==> config.mk <==
export PLATFORM = sky130hd
export DESIGN_NAME = ssp_port
export DESIGN_NICKNAME = d
export VERILOG_FILES = /design/src/pkg/ssp_pkg.sv /design/src/rtl/ssp_sync2.sv /design/src/rtl/ssp_port.sv
export VERILOG_INCLUDE_DIRS = /design/src /design/src/pkg
export SDC_FILE = /design/constraint.sdc
export NUM_CORES = 1
export LEC_CHECK = 0
export BUFFER_PORTS_ARGS = -buffer_cell sky130_fd_sc_hd__buf_2
export CORE_MARGIN = 3
export CORE_UTILIZATION = 53
export CTS_BUF_LIST = sky130_fd_sc_hd__clkbuf_2 sky130_fd_sc_hd__clkbuf_4 sky130_fd_sc_hd__clkbuf_8
export CTS_CLUSTER_SIZE = 30
export DETAILED_ROUTE_END_ITERATION = 6
export GPL_TIMING_DRIVEN = 0
export PLACE_DENSITY = 0.88
export SLEW_MARGIN = 40
export SYNTH_ARGS = -nofsm -noshare
export SYNTH_HDL_FRONTEND = slang
export SYNTH_SLANG_ARGS = --single-unit
==> constraint.sdc <==
create_clock -name sys_clk -period 2.2 [get_ports sys_clk]
set_clock_uncertainty 0.05 [all_clocks]
set_input_delay 0.44 -clock sys_clk [delete_from_list [all_inputs] [get_ports sys_clk]]
set_output_delay 0.44 -clock sys_clk [all_outputs]
set_load 0.05 [all_outputs]
==> src/pkg/ssp_regs.svh <==
// Constants of the synchronous serial port: bit positions, mode codes and timing
`ifndef SSP_REGS_SVH
`define SSP_REGS_SVH
`define SSP_STAT_BUF_FULL_BIT 0
`define SSP_CON2_STRETCH_BIT 0
`define SSP_FLAG_DONE_BIT 3
`define SSP_MODE_SPI_MASTER 4'h0
`define SSP_MODE_SPI_SLAVE_SS 4'h4
`define SSP_MODE_SPI_SLAVE 4'h5
`define SSP_MODE_I2C_SLAVE 4'h6
`define SSP_MODE_I2C_MASTER 4'h8
`define SSP_SYS_CLK_MHZ 100
`define SSP_SPI_HALF_NS 500
`define SSP_SPI_HALF_CYC ((`SSP_SPI_HALF_NS * `SSP_SYS_CLK_MHZ) / 1000)
`define SSP_I2C_HALF_DEFAULT 8'h32
`endif

==> src/pkg/ssp_pkg.sv <==
// Types of the synchronous serial port
package ssp_pkg;
    typedef enum logic [4:0] {
        SSP_IDLE = 5'b00001,
        SSP_LOW = 5'b00010,
        SSP_HIGH = 5'b00100,
        SSP_WAIT = 5'b01000,
        SSP_DONE = 5'b10000
    } ssp_mst_t;
endpackage : ssp_pkg

==> src/rtl/ssp_sync2.sv <==
// Two-flip-flop synchroniser for one pin input
`timescale 1ns/1ps
`default_nettype none
module ssp_sync2 (
    input wire logic sys_clk,
    input wire logic rst_n,
    input wire logic pin_in,
    output logic pin_sync
);
    logic meta_q;
    always_ff @(posedge sys_clk) begin
        if (!rst_n) begin
            meta_q <= 1'b1;
            pin_sync <= 1'b1;
        end else begin
            meta_q <= pin_in;
            pin_sync <= meta_q;
        end
    end
endmodule : ssp_sync2
`default_nettype wire

==> src/rtl/ssp_port.sv <==
// Synchronous serial port: receive buffer, flags, SPI and I2C shifting
// Notes on behaviour
// - Full buffer blocks shift-register transfer
// - Buffer read clears buffer-full flag unless a byte completes in the same cycle
// - SPI slave accepts all edge/polarity/select modes
// - Stretch enable holds clock low after byte
// - Master clock pulses keep configured width
// - I2C master waits for slave clock release
// - Second byte while full sets overflow unless the buffer is read in the same cycle
`timescale 1ns/1ps
`default_nettype none
`include "ssp_regs.svh"
module ssp_port #(
    parameter int HALF_W = 8
) (
    input wire logic sys_clk,
    input wire logic rst_n,
    input wire logic [3:0] port_mode_select,
    input wire logic clock_edge_select,
    input wire logic clock_polarity_select,
    input wire logic stretch_enable_bit,
    input wire logic [HALF_W-1:0] i2c_half_period,
    input wire logic buf_wr,
    input wire logic [7:0] buf_wdata,
    input wire logic buf_rd,
    output logic [7:0] port_data_buffer,
    output logic buffer_full_flag,
    input wire logic overflow_clr,
    output logic receive_overflow_flag,
    input wire logic done_clr,
    output logic transfer_done_flag,
    input wire logic sck_in,
    output logic sck_out,
    output logic sck_oe_n,
    input wire logic sdi_in,
    output logic sdo_out,
    input wire logic ss_n_in,
    input wire logic scl_in,
    output logic scl_oe_n,
    input wire logic sda_in,
    output logic sda_oe_n
);
    import ssp_pkg::*;

    localparam logic [HALF_W-1:0] SPI_HALF = HALF_W'(`SSP_SPI_HALF_CYC);

    initial begin
        if (HALF_W < 8) $error("HALF_W too small");
    end

    logic sck_s, sdi_s, ss_n_s, scl_s, sda_s;
    logic sck_d1_q, scl_d1_q, sda_d1_q;
    logic [1:0] warm_q;
    ssp_sync2 u_sck (.sys_clk(sys_clk), .rst_n(rst_n), .pin_in(sck_in), .pin_sync(sck_s));
    ssp_sync2 u_sdi (.sys_clk(sys_clk), .rst_n(rst_n), .pin_in(sdi_in), .pin_sync(sdi_s));
    ssp_sync2 u_ss (.sys_clk(sys_clk), .rst_n(rst_n), .pin_in(ss_n_in), .pin_sync(ss_n_s));
    ssp_sync2 u_scl (.sys_clk(sys_clk), .rst_n(rst_n), .pin_in(scl_in), .pin_sync(scl_s));
    ssp_sync2 u_sda (.sys_clk(sys_clk), .rst_n(rst_n), .pin_in(sda_in), .pin_sync(sda_s));

    always_ff @(posedge sys_clk) begin
        if (!rst_n) begin
            sck_d1_q <= 1'b0;
            scl_d1_q <= 1'b1;
            sda_d1_q <= 1'b1;
            warm_q <= 2'h0;
        end else begin
            // SPI slave edge detection waits until the synchroniser holds real pin values
            if (warm_q != 2'h3) begin
                warm_q <= warm_q + 2'h1;
            end
            sck_d1_q <= sck_s;
            scl_d1_q <= scl_s;
            sda_d1_q <= sda_s;
        end
    end

    logic mode_spi_m, mode_spi_s, mode_i2c_s, mode_i2c_m;
    assign mode_spi_m = (port_mode_select == `SSP_MODE_SPI_MASTER);
    assign mode_spi_s = (port_mode_select[3:1] == 3'(`SSP_MODE_SPI_SLAVE_SS >> 1));
    assign mode_i2c_s = (port_mode_select == `SSP_MODE_I2C_SLAVE);
    assign mode_i2c_m = (port_mode_select == `SSP_MODE_I2C_MASTER);
    logic ss_active;
    assign ss_active = port_mode_select[0] | ~ss_n_s;

    // Effective clock level: idle level removed by polarity select
    logic sck_lvl, sck_prev, lead_edge, trail_edge;
    assign sck_lvl = sck_s ^ clock_polarity_select;
    assign sck_prev = sck_d1_q ^ clock_polarity_select;
    assign lead_edge = sck_lvl & ~sck_prev;
    assign trail_edge = ~sck_lvl & sck_prev;
    logic s_sample, s_shift;
    // Edge select swaps sample and shift edges
    assign s_sample = mode_spi_s & ss_active & (warm_q == 2'h3) & (clock_edge_select ? trail_edge : lead_edge);
    assign s_shift = mode_spi_s & ss_active & (warm_q == 2'h3) & (clock_edge_select ? lead_edge : trail_edge);

    logic scl_rise, scl_fall, i2c_start, i2c_stop;
    assign scl_rise = scl_s & ~scl_d1_q;
    assign scl_fall = ~scl_s & scl_d1_q;
    assign i2c_start = scl_s & scl_d1_q & sda_d1_q & ~sda_s;
    assign i2c_stop = scl_s & scl_d1_q & ~sda_d1_q & sda_s;

    // Master clock generator shared by SPI and I2C master
    ssp_mst_t mst_q;
    logic [HALF_W-1:0] cnt_q;
    logic mst_clk_q, m_sample, m_shift, cnt_end;
    logic [HALF_W-1:0] half;
    assign half = mode_i2c_m ? i2c_half_period : SPI_HALF;
    assign cnt_end = (cnt_q == '0);

    logic [7:0] shift_q;
    logic [3:0] bits_q;
    logic byte_done, stretch_q, ack_q;
    logic go;
    assign go = buf_wr & (mode_spi_m | mode_i2c_m) & (mst_q == SSP_IDLE);

    always_ff @(posedge sys_clk) begin
        if (!rst_n) begin
            mst_q <= SSP_IDLE;
            cnt_q <= '0;
            mst_clk_q <= 1'b0;
        end else begin
            case (mst_q)
                SSP_IDLE: begin
                    mst_clk_q <= 1'b0;
                    if (go) begin
                        mst_q <= SSP_LOW;
                        cnt_q <= half;
                    end
                end
                SSP_LOW: begin
                    if (cnt_end) begin
                        mst_clk_q <= 1'b1;
                        mst_q <= mode_i2c_m ? SSP_WAIT : SSP_HIGH;
                        cnt_q <= half;
                    end else begin
                        cnt_q <= cnt_q - 1'b1;
                    end
                end
                SSP_WAIT: begin
                    if (scl_s) begin
                        mst_q <= SSP_HIGH;
                        cnt_q <= half;
                    end
                end
                SSP_HIGH: begin
                    if (cnt_end) begin
                        mst_clk_q <= 1'b0;
                        cnt_q <= half;
                        // Counter has wrapped to eight after the last sample
                        mst_q <= (bits_q == 4'h8) ? SSP_DONE : SSP_LOW;
                    end else begin
                        cnt_q <= cnt_q - 1'b1;
                    end
                end
                SSP_DONE: mst_q <= SSP_IDLE;
                default: mst_q <= SSP_IDLE;
            endcase
        end
    end
    assign m_sample = ((mst_q == SSP_LOW) & cnt_end & mode_spi_m) | ((mst_q == SSP_WAIT) & scl_s);
    assign m_shift = (mst_q == SSP_HIGH) & cnt_end;

    // Shift register and bit counter
    logic sample_ev, shift_ev;
    logic i2c_s_sample;
    assign i2c_s_sample = mode_i2c_s & scl_rise & ~ack_q;
    assign sample_ev = m_sample | s_sample | i2c_s_sample;
    assign shift_ev = m_shift | s_shift;
    assign byte_done = sample_ev & (bits_q == 4'h1);

    always_ff @(posedge sys_clk) begin
        if (!rst_n) begin
            shift_q <= 8'h00;
            bits_q <= 4'h8;
            sdo_out <= 1'b0;
        end else begin
            if (go || (buf_wr && mode_spi_s)) begin
                shift_q <= buf_wdata;
                sdo_out <= buf_wdata[7];
                bits_q <= 4'h8;
            end else if (i2c_start) begin
                bits_q <= 4'h8;
            end else if (sample_ev) begin
                shift_q <= {shift_q[6:0], mode_i2c_s | mode_i2c_m ? sda_s : sdi_s};
                bits_q <= (bits_q == 4'h1) ? 4'h8 : bits_q - 1'b1;
            end else if (shift_ev) begin
                sdo_out <= shift_q[7];
            end
        end
    end

    logic [7:0] rx_byte;
    assign rx_byte = {shift_q[6:0], mode_i2c_s | mode_i2c_m ? sda_s : sdi_s};

    // Receive buffer and status flags
    always_ff @(posedge sys_clk) begin
        if (!rst_n) begin
            port_data_buffer <= 8'h00;
            buffer_full_flag <= 1'b0;
        end else begin
            if (byte_done && !buffer_full_flag) begin
                port_data_buffer <= rx_byte;
                buffer_full_flag <= 1'b1;
            end else if (buf_wr) begin
                port_data_buffer <= buf_wdata;
            end
            if (buf_rd && !byte_done) begin
                buffer_full_flag <= 1'b0;
            end
        end
    end

    always_ff @(posedge sys_clk) begin
        if (!rst_n) begin
            receive_overflow_flag <= 1'b0;
        end else if (byte_done && buffer_full_flag && !buf_rd) begin
            receive_overflow_flag <= 1'b1;
        end else if (overflow_clr) begin
            receive_overflow_flag <= 1'b0;
        end
    end

    always_ff @(posedge sys_clk) begin
        if (!rst_n) begin
            transfer_done_flag <= 1'b0;
        end else if (byte_done) begin
            transfer_done_flag <= 1'b1;
        end else if (done_clr) begin
            transfer_done_flag <= 1'b0;
        end
    end

    // I2C slave acknowledge and stretching
    always_ff @(posedge sys_clk) begin
        if (!rst_n) begin
            ack_q <= 1'b0;
            stretch_q <= 1'b0;
        end else begin
            if (i2c_start || i2c_stop || !mode_i2c_s) begin
                ack_q <= 1'b0;
            end else if (byte_done && mode_i2c_s) begin
                ack_q <= 1'b1;
            end else if (ack_q && scl_fall) begin
                ack_q <= 1'b0;
            end
            if (!mode_i2c_s || !stretch_enable_bit || i2c_stop) begin
                stretch_q <= 1'b0;
            end else if (ack_q && scl_fall) begin
                stretch_q <= 1'b1;
            end else if (buf_rd || buf_wr) begin
                stretch_q <= 1'b0;
            end
        end
    end

    assign sck_out = mst_clk_q ^ clock_polarity_select;
    assign sck_oe_n = ~mode_spi_m;
    assign scl_oe_n = ~(stretch_q | (mode_i2c_m & (mst_q != SSP_IDLE) & ~mst_clk_q));
    assign sda_oe_n = ~((mode_i2c_s & ack_q) | (mode_i2c_m & ~sdo_out & (mst_q != SSP_IDLE)));
endmodule : ssp_port
`default_nettype wire

==> reports/results.tsv, run 1 <==
stage	metric	value	unit
critical_path	endpoint_kind	primary output	
detailed_routing	via_count	2914	
power	powerDensity	888	nW/um2
global_routing	grt-ovfl-total	0	
critical_path	reg2reg_depth	8	
critical_path	crit_chain	or3b_4, or3_4, a32oi_4, buf_6	
die	die_w	82.5	um
sta	holdWs	0.251	ns
clock_network	cts-buffers-inserted	5	
global_routing	met3_usage	0.0542	
critical_path	cp.arrival	1.86	ns
logic_synthesis	ys_types	72	
place	dp_hpwl	5490	um
detailed_routing	drc	0	
global_routing	use_met2	0.435	
die	num_io_pins	50	
detailed_routing	vias_per_cell	6.06	
outcome	status	finished with violations	
logic_synthesis	ys_ff_latch	55	
logic_synthesis	synth_ff_type	dfxtp_1	
finish	drive_gt1_frac	0.342	
detailed_routing	wl_per_cell	17.8	um
place	numPortBuffers	48	
clock_network	cts_tree	yes	
critical_path	required	1.71	ns
worst_hold_path	hold_path_class	primary input to register	
critical_path	r2r_end	bits_q[2]	
clock_network	root_buffer	clkbuf_8	
critical_path	crit_path_max_incr_delay	0.39	ns
global_routing	grt_pass1_wl	12800	um
place	dpl-instance-area	3490	um2
detailed_routing	drt_iter0_markers	198	
critical_path	critPathLaunch	mst_q[1]	
critical_path	reg2reg_from	mst_q[0]	
logic_synthesis	synth_top_area_share	0.355	
logic_synthesis	synthArstFlopShare	0	
finish	fillers	411	
die	rows	27	
sta	fin_ws	-0.155	ns
logic_synthesis	synth_area_leaders	dfxtp_1 (35%), mux2i_1 (5.8%), nand2b_1 (3.4%)	
power	vdd_drop_max	0.557	mV
logic_synthesis	ys_seq_area_frac	0.355	
global_routing	antenna_found_initial	0	
logic_synthesis	syn_inst	340	
finish	antennaDiodeCount	0	
sta	setup_viol	2	
logic_synthesis	ys_warn_count	0	
logic_synthesis	synth_common_cells	dfxtp_1 (55), nor2_1 (25), nand2_1 (24), mux2i_1 (18), nand2b_1 (17)	
global_routing	grt.total_usage	0.247	
clock_network	cts_buffer_depth	2	
critical_path	crit_end	sda_oe_n	
detailed_routing	dr.pass1.iters	5	
sta	rsz0062_at_grt	yes	
detailed_routing	ant_nets	0	
logic_synthesis	synth_nets	379	
sta	slew_violations	0	
power	power.total	3.49	mW
place	gp_congestion	0.914	
sta	worst_pin_slew	0.761	ns
critical_path	crit_type	register to primary output	
finish	syn2layout_area_growth	26.6	%
outcome	violations	setup timing	
critical_path	r2r_slack	0.01	ns
die	core_area	5570	um2
critical_path	worst_setup_path_start_kind	register	
sta	finalCriticalPeriod	2.35	ns
clock_network	clock_sinks	55	
job	drv_cap	0	
finish	final_nets	447	
die	start_util	0.557	
critical_path	worstPathMaxFanout	4	
critical_path	cp_slowest_cell	or3b_4	
die	die_area	6810	um2
global_routing	top_usage_layer	met2	
global_routing	grt_max_degree	17	
sta	fmax	425	MHz
die	die_y	82.5	um
finish	post-route-cell-area	3930	um2
sta	hold_violations	0	
clock_network	path_clk_slew	0.10	ns
global_routing	met1_usage	0.290	
detailed_routing	wl	8540	um
logic_synthesis	synth_edf_count	0	
logic_synthesis	post-synth-top-area-cell	dfxtp_1	
power	p_leak	1.67	nW
logic_synthesis	synth_area_per_cell	9.13	um2
clock_network	htreeDepth	2	
sta	min_period_over_period	1.07	
logic_synthesis	synth.most_common_cell	dfxtp_1	
logic_synthesis	synth_area	3110	um2
clock_network	clk-insertion-delay-late	0.32	ns
global_routing	grt_pass1_vias	2743	
sta	relSlewSlack	0.490	
==> what timing repair did <==
action | CTS | global route
pin swaps | 5 | 18
hold buffers | 0 | 0
setup endpoints to repair | 21 | 28
buffers inserted | 7 | 8
resized for setup | 26 | 21
==> worst max-delay path, delay by kind of cell (launching register included) <==
family	cells	cell delay [ns]
AND/OR/NAND/NOR	2	0.78
flip-flops	1	0.36
buffers and inverters	1	0.19
AO/OA/AOI/OAI	1	0.22
==> how the worst min path moves through the flow <==
stage                            start        endpoint  cells past startpoint  slack [ns]
after floorplan           u_sck.meta_q  u_sck.pin_sync                      1        0.34
after global placement    u_sck.meta_q  u_sck.pin_sync                      1        0.34
after detailed placement  u_sck.meta_q  u_sck.pin_sync                      1        0.34
after CTS                       sda_in    u_sda.meta_q                      2        0.25
after global routing           ss_n_in     u_ss.meta_q                      2        0.25
final                           sda_in    u_sda.meta_q                      2        0.25
==> sequential cells by signal (all words and copies together) (netlist names), 2 cells and up <==
register / count
bits_q: 4
cnt_q: 8
port_data_buffer: 8
shift_q: 8
warm_q: 2
mst_q: 5
==> placed cells by master, fill, tap and decap left out, types with 4 or more instances in the layout <==
cell type	Yosys	layout
dfxtp_1	55	50
buf_2	4	46
ha_1	5	4
buf_4	1	15
xor2_1	5	5
a21oi_1	12	12
nand2b_1	17	16
o211ai_1	5	5
nor2_1	25	24
a21o_1	8	8
nor3_1	8	7
nand3_1	13	13
mux2i_1	18	18
clkbuf_8	0	5
buf_6	4	8
nor3b_1	6	5
clkbuf_1	9	7
mux2_2	9	9
inv_1	14	12
nor2b_1	5	5
nand2_1	24	23
o21ai_0	13	11
==> cell type report <==
cell class	count	area [um2]	area share
inverters	15	56.3	0.0143
clock buffers	6	76.3	0.0194
flip-flops and latches	55	1110	0.284
plain buffers	17	111	0.0283
repair buffers	63	382	0.0971
clock inverters	2	60.1	0.0153
well taps	72	90.1	0.0229
multi-input cells	251	2040	0.519
==> where the power goes <==
group | switching [mW] | total (mW) | internal [mW] | leakage (nW)
combinational | 0.769 | 1.49 | 0.719 | 1.15
clock | 0.339 | 0.806 | 0.467 | 0.0688
sequential | 0.102 | 1.20 | 1.09 | 0.452
total | 1.21 | 3.49 | 2.28 | 1.67
==> per-stage QoR <==
step | TNS, ns | worst slack (ns) | instances | util
after global placement | -4.39 | -0.395 | 460 | 0.624
after detailed placement | -4.47 | -0.354 | 460 | 0.626
final | -0.256 | -0.155 | 481 | 0.705
after global routing | -0.890 | -0.180 | 481 | 0.705
after floorplan | 0 | 0.0325 | 340 | -
after CTS | -0.380 | -0.218 | 473 | 0.679
==> logic make-up (layout without fill, tap and decap cells) <==
kind of cell,Yosys count,count (layout),share of synthesized area
AND/OR/NAND/NOR,135,135,0.261
AO/OA/AOI/OAI,78,78,0.202
flip-flops,55,55,0.355
buffers and inverters,34,103,0.0536
multiplexers,28,28,0.0943
adder cells (fa/ha/maj),5,5,0.0201
XOR/XNOR,5,5,0.0141
==> metal layers <==
metal  wire length [um]  share of wire
met1               3320           0.39
met5                  0              0
met4                263          0.031
met3                561          0.066
met2               4390           0.51
(Power assumes the default switching activity.)
==> run 2, diff against run 1 <==
- CAP_MARGIN: not set -> 40
- CORE_ASPECT_RATIO: not set -> 1.2
- PLACE_DENSITY: 0.88 -> 0.78
==> run 2 against run 1 <==
The run still ends with setup timing left. Utilization grew 2.0 points. Wire length shrank 4.5%. Non-clock buffer count grew 6. Largest power group unchanged.
==> reports/results.tsv, run 2 (synthesis gave the netlist of run 1 again) <==
stage	metric	value	unit	change
global_routing	grt_pass1_vias	2772		was 2743
power	powerDensity	866	nW/um2	was 888 nW/um2
finish	multiInputGateArea	2020	um2	was 2040 um2
die	rows	29		was 27
finish	layout_common_cells	dfxtp_1 (50), buf_2 (46), nor2_1 (24)		unchanged
critical_path	crit_chain	or3b_4, or3_4, a32oi_4, buf_6		unchanged
global_routing	antenna_found_initial	0		unchanged
detailed_routing	via_count	2871		was 2914
sta	worst_pin_slew	0.685	ns	was 0.761 ns
clock_network	cts_hold_buf	0		unchanged
finish	fillers	396		was 411
sta	finalCriticalPeriod	2.34	ns	was 2.35 ns
critical_path	crit_path_max_incr_delay	0.39	ns	about the same
power	p_leak	1.69	nW	was 1.67 nW
critical_path	crit_type	register to primary output		unchanged
critical_path	reg2reg_from	mst_q[1]		was mst_q[0]
die	die_area	6820	um2	was 6810 um2
detailed_routing	dr.pass1.iters	4		was 5
finish	drive_gt1_frac	0.349		was 0.342
clock_network	cts-buffers-inserted	5		unchanged
place	dp_cells	465		was 460
die	core_area	5480	um2	was 5570 um2
detailed_routing	wl_per_cell	16.6	um	was 17.8 um
clock_network	clk-insertion-delay-late	0.31	ns	was 0.32 ns
sta	setup_viol	3		was 2
finish	final_nets	453		was 447
global_routing	grt_pass1_wl	12900	um	was 12800 um
critical_path	r2r_end	cnt_q[0]		was bits_q[2]
finish	regArea	1110	um2	unchanged
detailed_routing	drc	0		unchanged
finish	layout.cells.non_filler	492		was 481
global_routing	grt.total_usage	0.236		was 0.247
worst_hold_path	worstHoldPathCells	2		unchanged
detailed_routing	vias_per_cell	5.84		was 6.06
outcome	violations	setup timing		unchanged
die	num_io_pins	50		unchanged
place	dp_hpwl	5470	um	was 5490 um
critical_path	critPathLaunch	mst_q[2]		was mst_q[1]
critical_path	cp_num_cells	4		unchanged
critical_path	crit_end	sda_oe_n		unchanged
critical_path	critPathBufInv	1		unchanged
sta	rsz0062_at_grt	yes		unchanged
die	start_util	0.567		was 0.557
clock_network	cts_tree	yes		unchanged
critical_path	endpoint_kind	primary output		unchanged
place	gp_congestion	0.927		was 0.914
sta	slew_violations	0		unchanged
clock_network	root_buffer	clkbuf_8		unchanged
sta	min_period_over_period	1.06		was 1.07
clock_network	clock_sinks	55		unchanged
outcome	status	finished with violations		unchanged
critical_path	r2r_slack	-0.01	ns	was 0.01 ns
sta	fmax	427	MHz	was 425 MHz
finish	post-route-cell-area	3970	um2	was 3930 um2
global_routing	grt_max_degree	17		unchanged
critical_path	worstPathMaxFanout	3		was 4
finish	reg_top3	cnt_q x8, port_data_buffer x8, shift_q x8		unchanged
die	die_w	75.9	um	was 82.5 um
place	numPortBuffers	48		unchanged
clock_network	path_clk_slew	0.10	ns	about the same
critical_path	required	1.71	ns	about the same
sta	relSlewSlack	0.540		was 0.490
critical_path	worst_setup_path_start_kind	register		unchanged
finish	final_common_cell	dfxtp_1		unchanged
finish	syn2layout_area_growth	27.9	%	was 26.6%
critical_path	cp.arrival	1.85	ns	was 1.86 ns
detailed_routing	wl	8150	um	was 8540 um
critical_path	reg2reg_depth	7		was 8
power	vdd_drop_max	0.515	mV	was 0.557 mV
die	die_y	89.9	um	was 82.5 um
job	drv_cap	0		unchanged
sta	fin_ws	-0.142	ns	was -0.155 ns
clock_network	cts_buffer_depth	2		unchanged
worst_hold_path	hold_path_class	primary input to register		unchanged
critical_path	path_delay_family	simple AND/OR/NAND/NOR gates		unchanged
sta	hold_violations	0		unchanged
place	dpl-instance-area	3500	um2	was 3490 um2
finish	antennaDiodeCount	0		unchanged
clock_network	htreeDepth	2		unchanged
global_routing	grt-ovfl-total	0		unchanged
finish	utilization	0.725		was 0.705
detailed_routing	ant_nets	0		unchanged
critical_path	cp_slowest_cell	or3b_4		unchanged
detailed_routing	drt_iter0_markers	192		was 198
-- run 2: worst min path at each step --
stage,startpoint,to
finish,scl_in,u_scl.meta_q
global route,scl_in,u_scl.meta_q
CTS,scl_in,u_scl.meta_q
detailed placement,u_ss.meta_q,u_ss.pin_sync
global placement,u_sdi.meta_q,u_sdi.pin_sync
floorplan,u_sck.meta_q,u_sck.pin_sync
-- run 2: final cells by class --
type / instances / area share
repair buffers: 69 / 0.108
multi-input cells: 251 / 0.509
well taps: 77 / 0.0243
plain buffers: 17 / 0.0299
flip-flops and latches: 55 / 0.281
inverters: 15 / 0.0142
clock buffers: 6 / 0.0192
clock inverters: 2 / 0.0151
-- run 2: through the flow --
stage / power [mW] / setup TNS (ns) / hold slack, ns / worst slack [ns]
after floorplan: 2.02 / 0 / 0.336 / 0.0325
after global placement: 2.22 / -5.75 / 0.339 / -0.503
after detailed placement: 2.25 / -5.56 / 0.342 / -0.402
after CTS: 3.18 / -0.434 / 0.249 / -0.216
after global routing: 3.61 / -0.408 / 0.246 / -0.157
final: 3.44 / -0.243 / 0.253 / -0.142
-- run 2: timing repair --
item,CTS,global route
gates cloned,0,1
resized for setup,22,22
setup endpoints to repair,15,28
pin swaps,4,10
buffers inserted,7,12
-- run 2: power by group --
group	switching, mW	leakage, nW	total [mW]	internal (mW)
registers	0.104	0.452	1.20	1.09
clock network	0.337	0.0688	0.804	0.467
logic	0.715	1.17	1.44	0.724
-- run 2: metal layers --
metal	track usage	vias up	routed length (um)
li1	-	1390	-
met1	0.310	1367	3510
met2	0.393	96	4070
met3	0.0357	18	397
met4	0.0627	0	175
met5	0	-	0
==> run 3, diff against run 2 <==
- SKIP_CTS_REPAIR_TIMING: not set -> 1
==> run 3 against run 2 <==
The run still ends with setup timing left. Sequential power about the same. Largest cell class unchanged. Combinational power is 16% lower. Global-route usage down 0.45 points. Clock-buffer cell count is the same. Maximum frequency is 5.6% lower. Clock power is essentially flat. Largest power group is now sequential cells. Critical path type unchanged. Register-to-register slack worse by 0.03 ns. Design area down 3.6%.
==> reports/results.tsv, run 3 (synthesis gave the netlist of run 1 again) <==
stage	metric	value	unit	change
die	die_y	89.9	um	unchanged
power	vdd_drop_max	0.520	mV	was 0.515 mV
detailed_routing	drt_iter0_markers	171		was 192
critical_path	crit_end	sda_oe_n		unchanged
global_routing	grt_pass1_vias	2712		was 2772
finish	antennaDiodeCount	0		unchanged
detailed_routing	via_count	2778		was 2871
critical_path	cp.arrival	1.99	ns	was 1.85 ns
sta	finalCriticalPeriod	2.48	ns	was 2.34 ns
critical_path	worstPathMaxFanout	7		was 3
finish	reg_top3	cnt_q x8, port_data_buffer x8, shift_q x8		unchanged
job	drv_cap	0		unchanged
detailed_routing	drc	0		unchanged
finish	final_nets	447		was 453
critical_path	r2r_slack	-0.04	ns	was -0.01 ns
finish	layout_common_cells	dfxtp_1 (49), buf_2 (46), nor2_1 (24), nand2_1 (24), mux2i_1 (18)		was dfxtp_1 (50), buf_2 (46), nor2_1 (24)
sta	slew_violations	0		unchanged
die	die_w	75.9	um	unchanged
finish	fillers	416		was 396
critical_path	endpoint_kind	primary output		unchanged
place	gp_congestion	0.927		unchanged
sta	worst_pin_slew	0.669	ns	was 0.685 ns
die	num_io_pins	50		unchanged
detailed_routing	vias_per_cell	5.72		was 5.84
die	core_area	5480	um2	unchanged
clock_network	path_clk_slew	0.10	ns	about the same
clock_network	clock_sinks	55		unchanged
die	rows	29		unchanged
sta	rsz0062_at_grt	yes		unchanged
power	powerDensity	844	nW/um2	was 866 nW/um2
critical_path	cp_slowest_cell	or3_4		was or3b_4
clock_network	root_buffer	clkbuf_8		unchanged
global_routing	grt_pass1_wl	12600	um	was 12900 um
outcome	status	finished with violations		unchanged
critical_path	reg2reg_from	mst_q[3]		was mst_q[1]
global_routing	grt_max_degree	17		unchanged
critical_path	crit_path_max_incr_delay	0.43	ns	was 0.39 ns
detailed_routing	dr.pass1.iters	4		unchanged
outcome	violations	setup timing		unchanged
clock_network	cts_tree	yes		unchanged
critical_path	reg2reg_depth	6		was 7
place	dpl-instance-area	3500	um2	unchanged
finish	syn2layout_area_growth	23.3	%	was 27.9%
power	p_leak	1.60	nW	was 1.69 nW
global_routing	grt.total_usage	0.232		was 0.236
clock_network	htreeDepth	2		unchanged
finish	utilization	0.699		was 0.725
sta	fmax	403	MHz	was 427 MHz
finish	drive_gt1_frac	0.328		was 0.349
finish	final_common_cell	dfxtp_1		unchanged
critical_path	required	1.71	ns	about the same
place	numPortBuffers	48		unchanged
critical_path	r2r_end	bits_q[2]		was cnt_q[0]
sta	min_period_over_period	1.13		was 1.06
die	start_util	0.567		unchanged
sta	fin_ws	-0.280	ns	was -0.142 ns
critical_path	critPathLaunch	mst_q[0]		was mst_q[2]
clock_network	clk-insertion-delay-late	0.32	ns	was 0.31 ns
detailed_routing	ant_nets	0		unchanged
critical_path	worst_setup_path_start_kind	register		unchanged
sta	hold_violations	0		unchanged
critical_path	crit_chain	or3b_4, or3_4, a32oi_4, buf_6		unchanged
critical_path	crit_type	register to primary output		unchanged
detailed_routing	wl_per_cell	15.8	um	was 16.6 um
sta	setup_viol	12		was 3
sta	finalSetupTns	-0.726	ns	was -0.243 ns
finish	post-route-cell-area	3830	um2	was 3970 um2
die	die_area	6820	um2	unchanged
global_routing	antenna_found_initial	0		unchanged
power	power.total	3.23	mW	was 3.44 mW
clock_network	cts-buffers-inserted	5		unchanged
clock_network	cts_buffer_depth	2		unchanged
detailed_routing	wl	7660	um	was 8150 um
place	dp_hpwl	5470	um	unchanged
worst_hold_path	hold_path_class	primary input to register		unchanged
sta	relSlewSlack	0.551		was 0.540
global_routing	grt-ovfl-total	0		unchanged
==> run 3: cell types whose count changed in the layout (fill, tap and decap cells not counted), moves of 2 or more <==
cell,delta
buf_4,-5
nor4b_1,+2
nor3_2,+2
nor3_4,-2
nor4b_2,-2
==> run 3: layout make-up <==
type                    instances  area, um2  share of cell area
flip-flops and latches         55       1120               0.291
multi-input cells             251       1950               0.509
repair buffers                 63        365              0.0954
clock buffers                   6       76.3              0.0199
clock inverters                 2       60.1              0.0157
well taps                      77       96.3              0.0252
inverters                      15       56.3              0.0147
plain buffers                  17        111              0.0291
==> run 3: per-layer routing <==
layer,vias up,routed length [um],GRT usage
met5,-,0,0
met4,0,76,0.0598
met3,6,391,0.0379
met2,74,3820,0.386
met1,1316,3370,0.303
li1,1382,-,-
==> run 3: how the worst min path moves through the flow <==
stage,startpoint,to,slack (ns),cells after the start
5_1_grt,scl_in,u_scl.meta_q,0.25,2
3_5_place_dp,u_ss.meta_q,u_ss.pin_sync,0.34,1
2_1_floorplan,u_sck.meta_q,u_sck.pin_sync,0.34,1
3_3_place_gp,u_sdi.meta_q,u_sdi.pin_sync,0.34,1
6_report,scl_in,u_scl.meta_q,0.25,2
4_1_cts,scl_in,u_scl.meta_q,0.25,2
==> run 3: through the flow <==
stage                     std cells  hold WS (ns)  setup slack [ns]
final                           486         0.250            -0.280
after global routing            486         0.245            -0.313
after CTS                       473         0.249            -0.411
after detailed placement        465         0.342            -0.402
after global placement          465         0.339            -0.503
after floorplan                 340         0.336            0.0325
==> run 3: report_power, final <==
part / switching [mW] / total, mW / internal, mW
Combinational: 0.618 / 1.21 / 0.594
Sequential: 0.118 / 1.21 / 1.10
Clock: 0.339 / 0.806 / 0.467
==> run 3: critical path: cells and delay by family (launching register included) <==
family | cells | cell delay, ns
AO/OA/AOI/OAI | 1 | 0.26
buffers and inverters | 1 | 0.19
flip-flops | 1 | 0.39
AND/OR/NAND/NOR | 2 | 0.83
